==> src/protection_cfg_pkg.sv <==
// Package with command codes, field layouts, defaults and timing counts for the config bank.
package protection_cfg_pkg;
	localparam int CLK_HZ = 25_000_000;
	localparam int CYC_PER_US = CLK_HZ / 1_000_000;
	localparam int UV_DLY0_US = 10;
	localparam int UV_DLY1_US = 20;
	localparam int UV_DLY2_US = 40;
	localparam int UV_DLY3_US = 120;
	localparam logic [11:0] UV_DLY0_CYC = 12'(UV_DLY0_US * CYC_PER_US);
	localparam logic [11:0] UV_DLY1_CYC = 12'(UV_DLY1_US * CYC_PER_US);
	localparam logic [11:0] UV_DLY2_CYC = 12'(UV_DLY2_US * CYC_PER_US);
	localparam logic [11:0] UV_DLY3_CYC = 12'(UV_DLY3_US * CYC_PER_US);
	localparam int STRAP_SETTLE = 3;

	localparam logic [7:0] CMD_BANK_SELECT = 8'hDE;
	localparam logic [7:0] CMD_PROT_DISABLE = 8'hDF;
	localparam logic [7:0] CMD_UV_CFG = 8'hE1;
	localparam logic [7:0] CMD_PS_TUNE = 8'hE2;
	localparam logic [7:0] CMD_MOD_TUNE = 8'hE3;
	localparam logic [7:0] CMD_TRIMS = 8'hE4;

	localparam int W_BANK = 3;
	localparam int W_PROT = 9;
	localparam int W_UV = 7;
	localparam int W_PS = 12;
	localparam int W_MOD = 14;
	localparam int W_TRIM = 10;
	localparam int W_ROW = W_PROT + W_UV + W_PS + W_MOD + W_TRIM;
	localparam int ROW_PROT = 0;
	localparam int ROW_UV = ROW_PROT + W_PROT;
	localparam int ROW_PS = ROW_UV + W_UV;
	localparam int ROW_MOD = ROW_PS + W_PS;
	localparam int ROW_TRIM = ROW_MOD + W_MOD;
	localparam int NUM_BANKS = 8;

	localparam logic [7:0] WP_LEVEL_CFG = 8'h10;
	localparam logic [7:0] WP_LEVEL_TRIM = 8'h20;

	localparam logic [W_PROT-1:0] DEF_PROT = 9'h000;
	localparam logic [W_UV-1:0] DEF_UV = 7'h00;
	localparam logic [W_PS-1:0] DEF_PS = 12'h000;
	localparam logic [W_MOD-1:0] DEF_MOD = 14'h0000;
	localparam logic [W_TRIM-1:0] DEF_TRIM = 10'h000;

	localparam int UV_LEVEL_LSB = 0;
	localparam int UV_DELAY_LSB = 4;
	localparam int UV_ACTION_BIT = 6;
	localparam int PS_CLAMP_LSB = 3;
	localparam int PS_TO_DIODE_LSB = 6;
	localparam int PS_TO_FULL_LSB = 9;
	localparam int MOD_DB1_BIT = 0;
	localparam int MOD_SP1_LSB = 1;
	localparam int MOD_DB2_BIT = 3;
	localparam int MOD_SP2_LSB = 4;
	localparam int MOD_DB3_BIT = 6;
	localparam int MOD_SP3_LSB = 7;
	localparam int MOD_PEAK_LSB = 9;
	localparam int MOD_HP_LSB = 11;
	localparam int MOD_GAIN_BIT = 13;
	localparam int TRIM_CURRENT_MONITOR_PIN_LSB = 0;
	localparam int TRIM_DROOP_LSB = 5;

	localparam logic [6:0] OFFSET_STEP_MV = 7'h14;
	localparam logic [2:0] SPEEDUP_ORIGINAL = 3'h0;

	typedef enum logic [1:0] {
		FULL_PHASE_STATE,
		LOW_PHASE_STATE,
		DIODE_EMULATION_STATE
	} power_state_t;

	typedef enum logic [1:0] {
		DECAY_HALF,
		DECAY_NORMAL,
		DECAY_QUARTER
	} decay_t;
endpackage

==> src/config_bank_store.sv <==
// Non-volatile configuration bank image with registered row read and whole-row store.
`timescale 1ns/10ps
`default_nettype none
module config_bank_store #(
	parameter int ROW_W = protection_cfg_pkg::W_ROW,
	parameter int BANKS = protection_cfg_pkg::NUM_BANKS
) (
	input wire logic i_ref_clk,
	input wire logic i_rst_n,
	input wire logic [$clog2(BANKS)-1:0] i_addr,
	input wire logic i_store,
	input wire logic [ROW_W-1:0] i_row,
	output logic [ROW_W-1:0] o_row
);
	localparam logic [ROW_W-1:0] DEF_ROW = {protection_cfg_pkg::DEF_TRIM,
		protection_cfg_pkg::DEF_MOD, protection_cfg_pkg::DEF_PS,
		protection_cfg_pkg::DEF_UV, protection_cfg_pkg::DEF_PROT};
	logic [ROW_W-1:0] mem [BANKS];

	// Every bank starts from the same factory image, since no real storage backs this model.
	always_ff @(posedge i_ref_clk or negedge i_rst_n) begin
		if (!i_rst_n) begin
			for (int i = 0; i < BANKS; i++) begin
				mem[i] <= DEF_ROW;
			end
		end else if (i_store) begin
			mem[i_addr] <= i_row; // RULE_17
		end
	end

	always_ff @(posedge i_ref_clk or negedge i_rst_n) begin
		if (!i_rst_n) begin
			o_row <= '0;
		end else begin
			o_row <= mem[i_addr];
		end
	end
endmodule
`default_nettype wire

==> src/protection_and_transient_config_regs.sv <==
// Protection and transient configuration registers with bank loading and field decode.
// Notes on behaviour
// RULE_01: Nine independent protection disable bits, alert first.
// RULE_02: Four-bit low-output trip level below reference.
// RULE_03: Two-bit low-output qualification delay, 10 to 120us.
// RULE_04: Action bit: monitor only, or hiccup restart.
// RULE_05: Two-bit bottom clamp, 20 to 80mV.
// RULE_06: Offset into diode state, 20mV steps, one way.
// RULE_07: Offset only from low to full phase.
// RULE_08: Power states: 0 full, 1 low, 2 diode.
// RULE_09: Modulation fields apply with original speedup only.
// RULE_10: Per phase count dead-band bit and decay field.
// RULE_11: Peak-detect and high-pass capacitors, 1 to 4pF.
// RULE_12: Bit 13 picks 1x or 2x balance gain.
// RULE_13: Monitor trim, sign-magnitude quarter microamp codes; code maps sign-set codes to minus magnitude minus one.
// RULE_14: Monitor trim injected only while droop enabled.
// RULE_15: Droop trim always injected, same code mapping.
// RULE_16: Write-protect level 10h, trims at 20h.
// RULE_17: Defaults load from selected bank; bank also stores.
// RULE_18: Reads return stored value; upper bits zero.
`timescale 1ns/10ps
`default_nettype none
module protection_and_transient_config_regs (
	input wire logic i_ref_clk,
	input wire logic i_nrst,
	input wire logic [7:0] i_cmd_code,
	input wire logic i_wr_stb,
	input wire logic [15:0] i_wr_data,
	input wire logic i_rd_stb,
	input wire logic [7:0] i_wp_level,
	input wire logic [2:0] i_bank_strap,
	input wire logic i_bank_load,
	input wire logic i_bank_store,
	input wire logic i_droop_enable,
	input wire logic [2:0] i_speedup_select,
	input wire logic [1:0] i_power_state,
	input wire logic [2:0] i_phase_count,
	output logic [15:0] o_rd_data,
	output logic o_rd_valid,
	output logic o_wr_refused,
	output logic o_busy,
	output logic [8:0] o_protect_disable,
	output logic [8:0] o_uv_level_mv,
	output logic [11:0] o_uv_delay_cycles,
	output logic o_uv_hiccup,
	output logic [6:0] o_clamp_mv,
	output logic [7:0] o_transition_offset_mv,
	output logic o_transition_stb,
	output logic o_mod_fields_active,
	output logic o_deadband_reduced,
	output logic [1:0] o_decay_rate,
	output logic [2:0] o_peak_cap_pf,
	output logic [2:0] o_highpass_cap_pf,
	output logic o_balance_gain_2x,
	output logic signed [5:0] o_current_monitor_pin_trim_qua,
	output logic signed [5:0] o_droop_trim_qua
);
	typedef enum logic [1:0] {ST_BOOT, ST_IDLE, ST_FETCH, ST_APPLY} load_state_t;

	logic rst_s1_r, rst_n_r;
	logic [2:0] strap_s1_r, strap_s2_r, strap_s3_r;
	logic [1:0] settle_r;
	load_state_t state_r;
	logic [2:0] bank_sel_r;
	logic [8:0] prot_r;
	logic [6:0] uv_r;
	logic [11:0] ps_r;
	logic [13:0] mod_r;
	logic [9:0] trim_r;
	logic [protection_cfg_pkg::W_ROW-1:0] row_out, row_in;
	logic wr_ok;
	logic [7:0] reg_level;
	protection_cfg_pkg::power_state_t ps_now, ps_prev_r;
	logic db_sel;
	logic [1:0] sp_sel;

	function automatic logic signed [5:0] sm_trim(input logic [4:0] code);
		if (code[4]) begin
			sm_trim = -$signed({2'h0, code[3:0]}) - 6'sh01;
		end else begin
			sm_trim = $signed({2'h0, code[3:0]});
		end
	endfunction

	function automatic logic [1:0] decay_of(input logic [1:0] code);
		case (code)
			2'h1: decay_of = protection_cfg_pkg::DECAY_NORMAL;
			2'h2: decay_of = protection_cfg_pkg::DECAY_QUARTER;
			default: decay_of = protection_cfg_pkg::DECAY_HALF;
		endcase
	endfunction

	function automatic logic [2:0] cap_pf(input logic [1:0] code);
		cap_pf = {1'b0, code} + 3'h1;
	endfunction

	always_ff @(posedge i_ref_clk or negedge i_nrst) begin
		if (!i_nrst) begin
			rst_s1_r <= 1'b0;
			rst_n_r <= 1'b0;
		end else begin
			rst_s1_r <= 1'b1;
			rst_n_r <= rst_s1_r;
		end
	end

	always_ff @(posedge i_ref_clk or negedge rst_n_r) begin
		if (!rst_n_r) begin
			strap_s1_r <= 3'h0;
			strap_s2_r <= 3'h0;
			strap_s3_r <= 3'h0;
		end else begin
			strap_s1_r <= i_bank_strap;
			strap_s2_r <= strap_s1_r;
			strap_s3_r <= strap_s2_r;
		end
	end

	always_comb begin
		case (i_cmd_code)
			protection_cfg_pkg::CMD_TRIMS: reg_level = protection_cfg_pkg::WP_LEVEL_TRIM;
			protection_cfg_pkg::CMD_BANK_SELECT: reg_level = protection_cfg_pkg::WP_LEVEL_TRIM;
			default: reg_level = protection_cfg_pkg::WP_LEVEL_CFG;
		endcase
	end

	// A write is refused while a bank load is running so it cannot be overwritten silently.
	assign wr_ok = i_wr_stb && (state_r == ST_IDLE) &&
		((i_wp_level == 8'h00) || (i_wp_level < reg_level)); // RULE_16

	always_ff @(posedge i_ref_clk or negedge rst_n_r) begin
		if (!rst_n_r) begin
			state_r <= ST_BOOT;
			settle_r <= 2'h0;
			bank_sel_r <= 3'h0;
		end else begin
			case (state_r)
				ST_BOOT: begin
					if (strap_s2_r != strap_s3_r) begin
						settle_r <= 2'h0;
					end else if (settle_r == 2'(protection_cfg_pkg::STRAP_SETTLE - 1)) begin
						bank_sel_r <= strap_s3_r;
						state_r <= ST_FETCH;
					end else begin
						settle_r <= settle_r + 2'h1;
					end
				end
				ST_IDLE: begin
					if (wr_ok && i_cmd_code == protection_cfg_pkg::CMD_BANK_SELECT) begin
						bank_sel_r <= i_wr_data[2:0];
					end else if (i_bank_load) begin
						state_r <= ST_FETCH; // RULE_17
					end
				end
				ST_FETCH: state_r <= ST_APPLY;
				ST_APPLY: state_r <= ST_IDLE;
				default: state_r <= ST_IDLE;
			endcase
		end
	end

	assign row_in = {trim_r, mod_r, ps_r, uv_r, prot_r};

	config_bank_store #(
		.ROW_W(protection_cfg_pkg::W_ROW),
		.BANKS(protection_cfg_pkg::NUM_BANKS)
	) u_bank (
		.i_ref_clk(i_ref_clk),
		.i_rst_n(rst_n_r),
		.i_addr(bank_sel_r),
		.i_store(i_bank_store && state_r == ST_IDLE), // RULE_17
		.i_row(row_in),
		.o_row(row_out)
	);

	always_ff @(posedge i_ref_clk or negedge rst_n_r) begin
		if (!rst_n_r) begin
			prot_r <= protection_cfg_pkg::DEF_PROT;
			uv_r <= protection_cfg_pkg::DEF_UV;
			ps_r <= protection_cfg_pkg::DEF_PS;
			mod_r <= protection_cfg_pkg::DEF_MOD;
			trim_r <= protection_cfg_pkg::DEF_TRIM;
		end else if (state_r == ST_APPLY) begin
			prot_r <= row_out[protection_cfg_pkg::ROW_PROT +: protection_cfg_pkg::W_PROT];
			uv_r <= row_out[protection_cfg_pkg::ROW_UV +: protection_cfg_pkg::W_UV];
			ps_r <= row_out[protection_cfg_pkg::ROW_PS +: protection_cfg_pkg::W_PS];
			mod_r <= row_out[protection_cfg_pkg::ROW_MOD +: protection_cfg_pkg::W_MOD];
			trim_r <= row_out[protection_cfg_pkg::ROW_TRIM +: protection_cfg_pkg::W_TRIM]; // RULE_17
		end else if (wr_ok) begin
			case (i_cmd_code)
				protection_cfg_pkg::CMD_PROT_DISABLE: prot_r <= i_wr_data[8:0]; // RULE_18
				protection_cfg_pkg::CMD_UV_CFG: uv_r <= i_wr_data[6:0];
				protection_cfg_pkg::CMD_PS_TUNE: ps_r <= i_wr_data[11:0];
				protection_cfg_pkg::CMD_MOD_TUNE: mod_r <= i_wr_data[13:0];
				protection_cfg_pkg::CMD_TRIMS: trim_r <= i_wr_data[9:0];
				default: prot_r <= prot_r;
			endcase
		end
	end

	always_ff @(posedge i_ref_clk or negedge rst_n_r) begin
		if (!rst_n_r) begin
			o_rd_data <= 16'h0000;
			o_rd_valid <= 1'b0;
			o_wr_refused <= 1'b0;
			o_busy <= 1'b1;
		end else begin
			o_rd_valid <= i_rd_stb;
			o_wr_refused <= i_wr_stb && !wr_ok;
			o_busy <= (state_r != ST_IDLE) || i_bank_load;
			if (i_rd_stb) begin
				case (i_cmd_code)
					protection_cfg_pkg::CMD_BANK_SELECT: o_rd_data <= {13'h0000, bank_sel_r};
					protection_cfg_pkg::CMD_PROT_DISABLE: o_rd_data <= {7'h00, prot_r}; // RULE_18
					protection_cfg_pkg::CMD_UV_CFG: o_rd_data <= {9'h000, uv_r};
					protection_cfg_pkg::CMD_PS_TUNE: o_rd_data <= {4'h0, ps_r};
					protection_cfg_pkg::CMD_MOD_TUNE: o_rd_data <= {2'h0, mod_r};
					protection_cfg_pkg::CMD_TRIMS: o_rd_data <= {6'h00, trim_r};
					default: o_rd_data <= 16'h0000;
				endcase
			end
		end
	end

	always_ff @(posedge i_ref_clk or negedge rst_n_r) begin
		if (!rst_n_r) begin
			o_protect_disable <= 9'h000;
			o_uv_level_mv <= 9'h000;
			o_uv_delay_cycles <= protection_cfg_pkg::UV_DLY0_CYC;
			o_uv_hiccup <= 1'b0;
			o_clamp_mv <= 7'h00;
		end else begin
			o_protect_disable <= prot_r; // RULE_01
			case (uv_r[protection_cfg_pkg::UV_LEVEL_LSB +: 4]) // RULE_02
				4'h0: o_uv_level_mv <= 9'h069;
				4'h1: o_uv_level_mv <= 9'h08D;
				4'h2: o_uv_level_mv <= 9'h0B2;
				4'h3: o_uv_level_mv <= 9'h0D6;
				4'h4: o_uv_level_mv <= 9'h0FC;
				4'h5: o_uv_level_mv <= 9'h123;
				4'h6: o_uv_level_mv <= 9'h148;
				default: o_uv_level_mv <= 9'h192;
			endcase
			case (uv_r[protection_cfg_pkg::UV_DELAY_LSB +: 2]) // RULE_03
				2'h0: o_uv_delay_cycles <= protection_cfg_pkg::UV_DLY0_CYC;
				2'h1: o_uv_delay_cycles <= protection_cfg_pkg::UV_DLY1_CYC;
				2'h2: o_uv_delay_cycles <= protection_cfg_pkg::UV_DLY2_CYC;
				default: o_uv_delay_cycles <= protection_cfg_pkg::UV_DLY3_CYC;
			endcase
			o_uv_hiccup <= uv_r[protection_cfg_pkg::UV_ACTION_BIT]; // RULE_04
			o_clamp_mv <= 7'(({5'h00, ps_r[protection_cfg_pkg::PS_CLAMP_LSB +: 2]} + 7'h01)
				* protection_cfg_pkg::OFFSET_STEP_MV); // RULE_05
		end
	end

	assign ps_now = protection_cfg_pkg::power_state_t'(i_power_state); // RULE_08

	// Offsets are reported once per transition; the reverse directions get no offset at all.
	always_ff @(posedge i_ref_clk or negedge rst_n_r) begin
		if (!rst_n_r) begin
			ps_prev_r <= protection_cfg_pkg::FULL_PHASE_STATE;
			o_transition_offset_mv <= 8'h00;
			o_transition_stb <= 1'b0;
		end else begin
			ps_prev_r <= ps_now;
			o_transition_stb <= 1'b0;
			if (ps_now == protection_cfg_pkg::DIODE_EMULATION_STATE &&
				ps_prev_r != protection_cfg_pkg::DIODE_EMULATION_STATE) begin
				o_transition_offset_mv <= 8'({5'h00, ps_r[protection_cfg_pkg::PS_TO_DIODE_LSB +: 3]}
					* {1'b0, protection_cfg_pkg::OFFSET_STEP_MV}); // RULE_06
				o_transition_stb <= 1'b1;
			end else if (ps_now == protection_cfg_pkg::FULL_PHASE_STATE &&
				ps_prev_r == protection_cfg_pkg::LOW_PHASE_STATE) begin
				o_transition_offset_mv <= 8'({6'h00, ps_r[protection_cfg_pkg::PS_TO_FULL_LSB +: 2]}
					* {1'b0, protection_cfg_pkg::OFFSET_STEP_MV}); // RULE_07
				o_transition_stb <= 1'b1;
			end else if (ps_now != ps_prev_r) begin
				o_transition_offset_mv <= 8'h00;
				o_transition_stb <= 1'b1;
			end
		end
	end

	always_comb begin
		case (i_phase_count)
			3'h0, 3'h1: begin
				db_sel = mod_r[protection_cfg_pkg::MOD_DB1_BIT];
				sp_sel = mod_r[protection_cfg_pkg::MOD_SP1_LSB +: 2];
			end
			3'h2: begin
				db_sel = mod_r[protection_cfg_pkg::MOD_DB2_BIT];
				sp_sel = mod_r[protection_cfg_pkg::MOD_SP2_LSB +: 2];
			end
			default: begin
				db_sel = mod_r[protection_cfg_pkg::MOD_DB3_BIT];
				sp_sel = mod_r[protection_cfg_pkg::MOD_SP3_LSB +: 2];
			end
		endcase
	end

	always_ff @(posedge i_ref_clk or negedge rst_n_r) begin
		if (!rst_n_r) begin
			o_mod_fields_active <= 1'b0;
			o_deadband_reduced <= 1'b0;
			o_decay_rate <= protection_cfg_pkg::DECAY_HALF;
			o_peak_cap_pf <= 3'h1;
			o_highpass_cap_pf <= 3'h1;
			o_balance_gain_2x <= 1'b0;
		end else begin
			o_mod_fields_active <= (i_speedup_select == protection_cfg_pkg::SPEEDUP_ORIGINAL); // RULE_09
			o_deadband_reduced <= db_sel; // RULE_10
			o_decay_rate <= decay_of(sp_sel); // RULE_10
			o_peak_cap_pf <= cap_pf(mod_r[protection_cfg_pkg::MOD_PEAK_LSB +: 2]); // RULE_11
			o_highpass_cap_pf <= cap_pf(mod_r[protection_cfg_pkg::MOD_HP_LSB +: 2]); // RULE_11
			o_balance_gain_2x <= mod_r[protection_cfg_pkg::MOD_GAIN_BIT]; // RULE_12
		end
	end

	always_ff @(posedge i_ref_clk or negedge rst_n_r) begin
		if (!rst_n_r) begin
			o_current_monitor_pin_trim_qua <= 6'sh00;
			o_droop_trim_qua <= 6'sh00;
		end else begin
			o_current_monitor_pin_trim_qua <= i_droop_enable ?
				sm_trim(trim_r[protection_cfg_pkg::TRIM_CURRENT_MONITOR_PIN_LSB +: 5]) : 6'sh00; // RULE_13 RULE_14
			o_droop_trim_qua <= sm_trim(trim_r[protection_cfg_pkg::TRIM_DROOP_LSB +: 5]); // RULE_15
		end
	end
endmodule
`default_nettype wire

==> config.mk <==
export PLATFORM = sky130hd
export DESIGN_NAME = protection_and_transient_config_regs
export DESIGN_NICKNAME = d
export VERILOG_FILES = /design/src/protection_cfg_pkg.sv /design/src/config_bank_store.sv /design/src/protection_and_transient_config_regs.sv
export SDC_FILE = /design/constraint.sdc
export NUM_CORES = 1
export LEC_CHECK = 0
export ABC_AREA = 1
export BUFFER_PORTS_ARGS = -buffer_cell sky130_fd_sc_hd__buf_2
export CAP_MARGIN = 5
export CORE_MARGIN = 2
export CORE_UTILIZATION = 60
export DETAILED_ROUTE_END_ITERATION = 10
export PLACE_DENSITY = 0.79
export SLEW_MARGIN = 20
export SYNTH_ARGS = -nofsm -noshare
export SYNTH_HDL_FRONTEND = slang
export SYNTH_SLANG_ARGS = --single-unit
export TNS_END_PERCENT = 5
==> constraint.sdc <==
create_clock -name i_ref_clk -period 21.9 [get_ports i_ref_clk]
set_input_delay 4.38 -clock i_ref_clk [delete_from_list [all_inputs] [get_ports i_ref_clk]]
set_output_delay 4.38 -clock i_ref_clk [all_outputs]
set_load 0.01 [all_outputs]
==> flow_summary.json <==
{
  "rsz0062_at_grt": "no",
  "antenna_found_initial": 0,
  "yosysMostFrequentCell": "nand2_1",
  "synth-edff-count": 0,
  "fin_crit_sh": 0.292,
  "clock_latency_ps": 630,
  "die_w_um": 208,
  "num_io_pins": 139,
  "maxSlewHeadroom": 0.227,
  "grt_pass1_wl_um": 110000,
  "ys_seq_area_frac": 0.620,
  "path_buf_inv": 3,
  "drv_slew": 0,
  "cp-end-kind": "flip-flop",
  "max_slew.worst_pin.slew_ps": 1160,
  "switchingPower_mw": 1.50,
  "final_cells": 3253,
  "num_rows": 74,
  "syn_to_final_growth_pct": 11.2,
  "critPathKind": "primary input to flip-flop",
  "dr.pass1.iters": 6,
  "numClockSinks": 616,
  "cts_root_buffer": "clkbuf_16",
  "worstPathCellList": "buf_2 > inv_1 > nand2_1 > nor2_2 > nand2_1 > nand2_1 > inv_1 > ha_1 > nand2_1 > nand2_1 > nand2_2 > nand3_1 > nand2_1 > nand2_1 > o21ai_1",
  "grt_usage": 0.330,
  "r2r_setup_slack_ps": 18320,
  "wl_per_cell_um": 21.7,
  "syn_area_um2": 24900,
  "globalplace.congestion": 0.845,
  "drive_gt1_frac": 0.113,
  "yosys_warnings": 0,
  "vias_per_cell": 6.16,
  "cts_tree": "done",
  "irDropWorstVdd_mv": 0.0806,
  "fin_tns_setup_ps": 0,
  "htree_levels": 2,
  "status": "complete, no violations",
  "cellPowerDensity_nw_per_um2": 146,
  "drc": 0,
  "postCtsSetupRepairBufs": 0,
  "place_inst": 3141,
  "grt_max_degree": 186,
  "final_area_um2": 27700,
  "coreArea_um2": 40900,
  "start_util": 0.608,
  "max_freq_ghz": 0.156,
  "crit_family": "simple AND/OR/NAND/NOR gates",
  "vias": 20000,
  "async_reset_ff_frac": 1.00,
  "crit_required_ps": 22440,
  "synth_common_cells": "nand2_1 (704), dfrtp_1 (609), o21ai_0 (391), inv_1 (150), nor2_1 (133)",
  "ys.flop_type": "dfrtp_1",
  "clockBufferDepth": 3,
  "ys_seq_elements": 616,
  "seq_power_share": 0.457,
  "place_area_um2": 25700,
  "cell_internal_pwr_mw": 2.52,
  "p_clk_frac": 0.253,
  "swShare": 0.373,
  "hold_viol_final": 0,
  "maxCapViolCount": 0,
  "hpwl_um": 39100,
  "cp_max_fo": 14,
  "syn_inst": 2617,
  "nNetsFinal": 2730,
  "critPathArrivalTime_ps": 6950,
  "synth_top_area_frac": 0.613,
  "dieArea_um2": 43100,
  "drtAntennaViolNets": 0,
  "ys_types": 46,
  "postCtsHoldBufs": 0,
  "setup_violations": 0,
  "skew_ps": 22.0,
  "syn_avg_cell_area_um2": 9.51,
  "slowest_stage": "nand2_1",
  "ys_top_cells_by_area": "dfrtp_1 (61%), nand2_1 (11%), o21ai_0 (7.9%)",
  "yosysTopAreaCell": "dfrtp_1",
  "drtIter0Drc": 2545,
  "power_frac_comb": 0.290,
  "worstHoldPathType": "flip-flop to flip-flop",
  "chipHeight_um": 208,
  "start_kind": "primary input",
  "io_buffers": 126,
  "grt_pass1_vias": 19700,
  "grt_overflow_total": 0,
  "path_common_cell": "nand2_1",
  "ctsResizeCount": 0,
  "cts_inserted_buffers": 59,
  "drt-total-wl_um": 70600,
  "period_needed_ps": 6400,
  "cts.clk_slew.worst_paths_ps": 60,
  "power.leakage_nw": 13.3,
  "slowest_delay_ps": 550
}
placed cells by master, fill, tap and decap left out, types with 7 or more instances in the layout:
master | Yosys | final
a221oi_1 | 49 | 49
clkbuf_8 | 0 | 20
o21ai_0 | 391 | 391
nor2_1 | 133 | 131
a22oi_1 | 64 | 64
nor3_1 | 14 | 14
o21ai_2 | 16 | 16
nand2_1 | 704 | 699
buf_4 | 15 | 24
o21ai_1 | 20 | 20
inv_1 | 150 | 150
clkinv_2 | 0 | 15
o22ai_1 | 20 | 20
buf_2 | 71 | 126
clkbuf_16 | 0 | 60
clkbuf_1 | 69 | 13
inv_2 | 9 | 8
clkinv_1 | 13 | 12
o2bb2ai_1 | 8 | 8
dfrtp_1 | 609 | 608
ha_1 | 9 | 9
o211ai_1 | 8 | 8
nand3_1 | 40 | 40
conb_1 | 2 | 11
a21oi_1 | 106 | 106
dfstp_2 | 7 | 7
nand4_1 | 31 | 31
path summary, 6_finish.rpt:
kind / start / to / cells after the start
worst max-delay path: i_cmd_code[4] / uv_r[6]$_DFFE_PN0P_ / 15
worst max register to register: rst_n_r$_DFF_PN0_ / u_bank.mem[208]$_DFFE_PN0P_ / 4
worst min-delay path: strap_s1_r[1]$_DFF_PN0_ / strap_s2_r[1]$_DFF_PN0_ / 0
min in group asynchronous: rst_n_r$_DFF_PN0_ / o_transition_offset_mv[3]$_DFFE_PN0P_ / 0
max in group asynchronous: i_nrst / rst_n_r$_DFF_PN0_ / 1
worst min register to register: strap_s1_r[1]$_DFF_PN0_ / strap_s2_r[1]$_DFF_PN0_ / 0
state kept, by name, indices dropped and copies added, names as in the netlist, 9 cells and up:
register           flops
trim_r                10
prot_r                 9
u_bank.o_row          52
ps_r                  12
o_protect_disable      9
o_rd_data             14
o_uv_level_mv          9
mod_r                 14
u_bank.mem           416
power groups by stage:
| stage | clock network [mW] | logic [mW] | registers (mW) |
|---|---|---|---|
| 3_3_place_gp | 0 | 1.09 | 1.82 |
| 5_1_grt | 1.07 | 1.29 | 1.88 |
| 3_5_place_dp | 0 | 1.14 | 1.84 |
| 2_1_floorplan | 0 | 0.752 | 1.82 |
| 6_report | 1.02 | 1.17 | 1.84 |
| 4_1_cts | 1.03 | 1.15 | 1.83 |
metrics by stage:
stage	utilization	worst slack [ps]	hold WS [ps]	power [mW]
floorplan	-	3470	331	2.57
global placement	0.627	15030	336	2.91
detailed placement	0.627	14990	336	2.98
CTS	0.675	15620	363	4.01
global route	0.676	15400	368	4.25
finish	0.676	15500	361	4.03
kinds of logic (layout without fill, tap and decap cells):
logic type,after synthesis,in the layout,share of synthesized area
xor gates and xnor gates,9,9,0.00317
DFF,616,616,0.620
buffers and inverters,341,435,0.0586
and+or+nand+nor,940,940,0.151
adders and majority gates,9,9,0.00453
other,2,12,0.000302
AOI/OAI and AO/OA,700,700,0.163
metal layers:
layer	global-route usage	share of wire	wire [um]
met1	0.436	0.38	26800
met2	0.510	0.46	32300
met3	0.0787	0.11	7590
met4	0.180	0.055	3870
met5	0	0	0
cell type report:
type | instances | area, um^2
clock buffer | 93 | 1830
timing repair buffer | 153 | 870
antenna | 1 | 2.50
clock inverter | 17 | 128
tap | 532 | 666
inverter | 172 | 648
fill | 3051 | 13300
sequential | 616 | 15400
multi-input combinational | 1669 | 8100
worst reg2reg max path: stages, from the launching register on:
cell     delay, ps
dfrtp_4        920
buf_12         350
buf_16         550
buf_4          900
buf_4          830
Power figures use the tool's default switching activity.
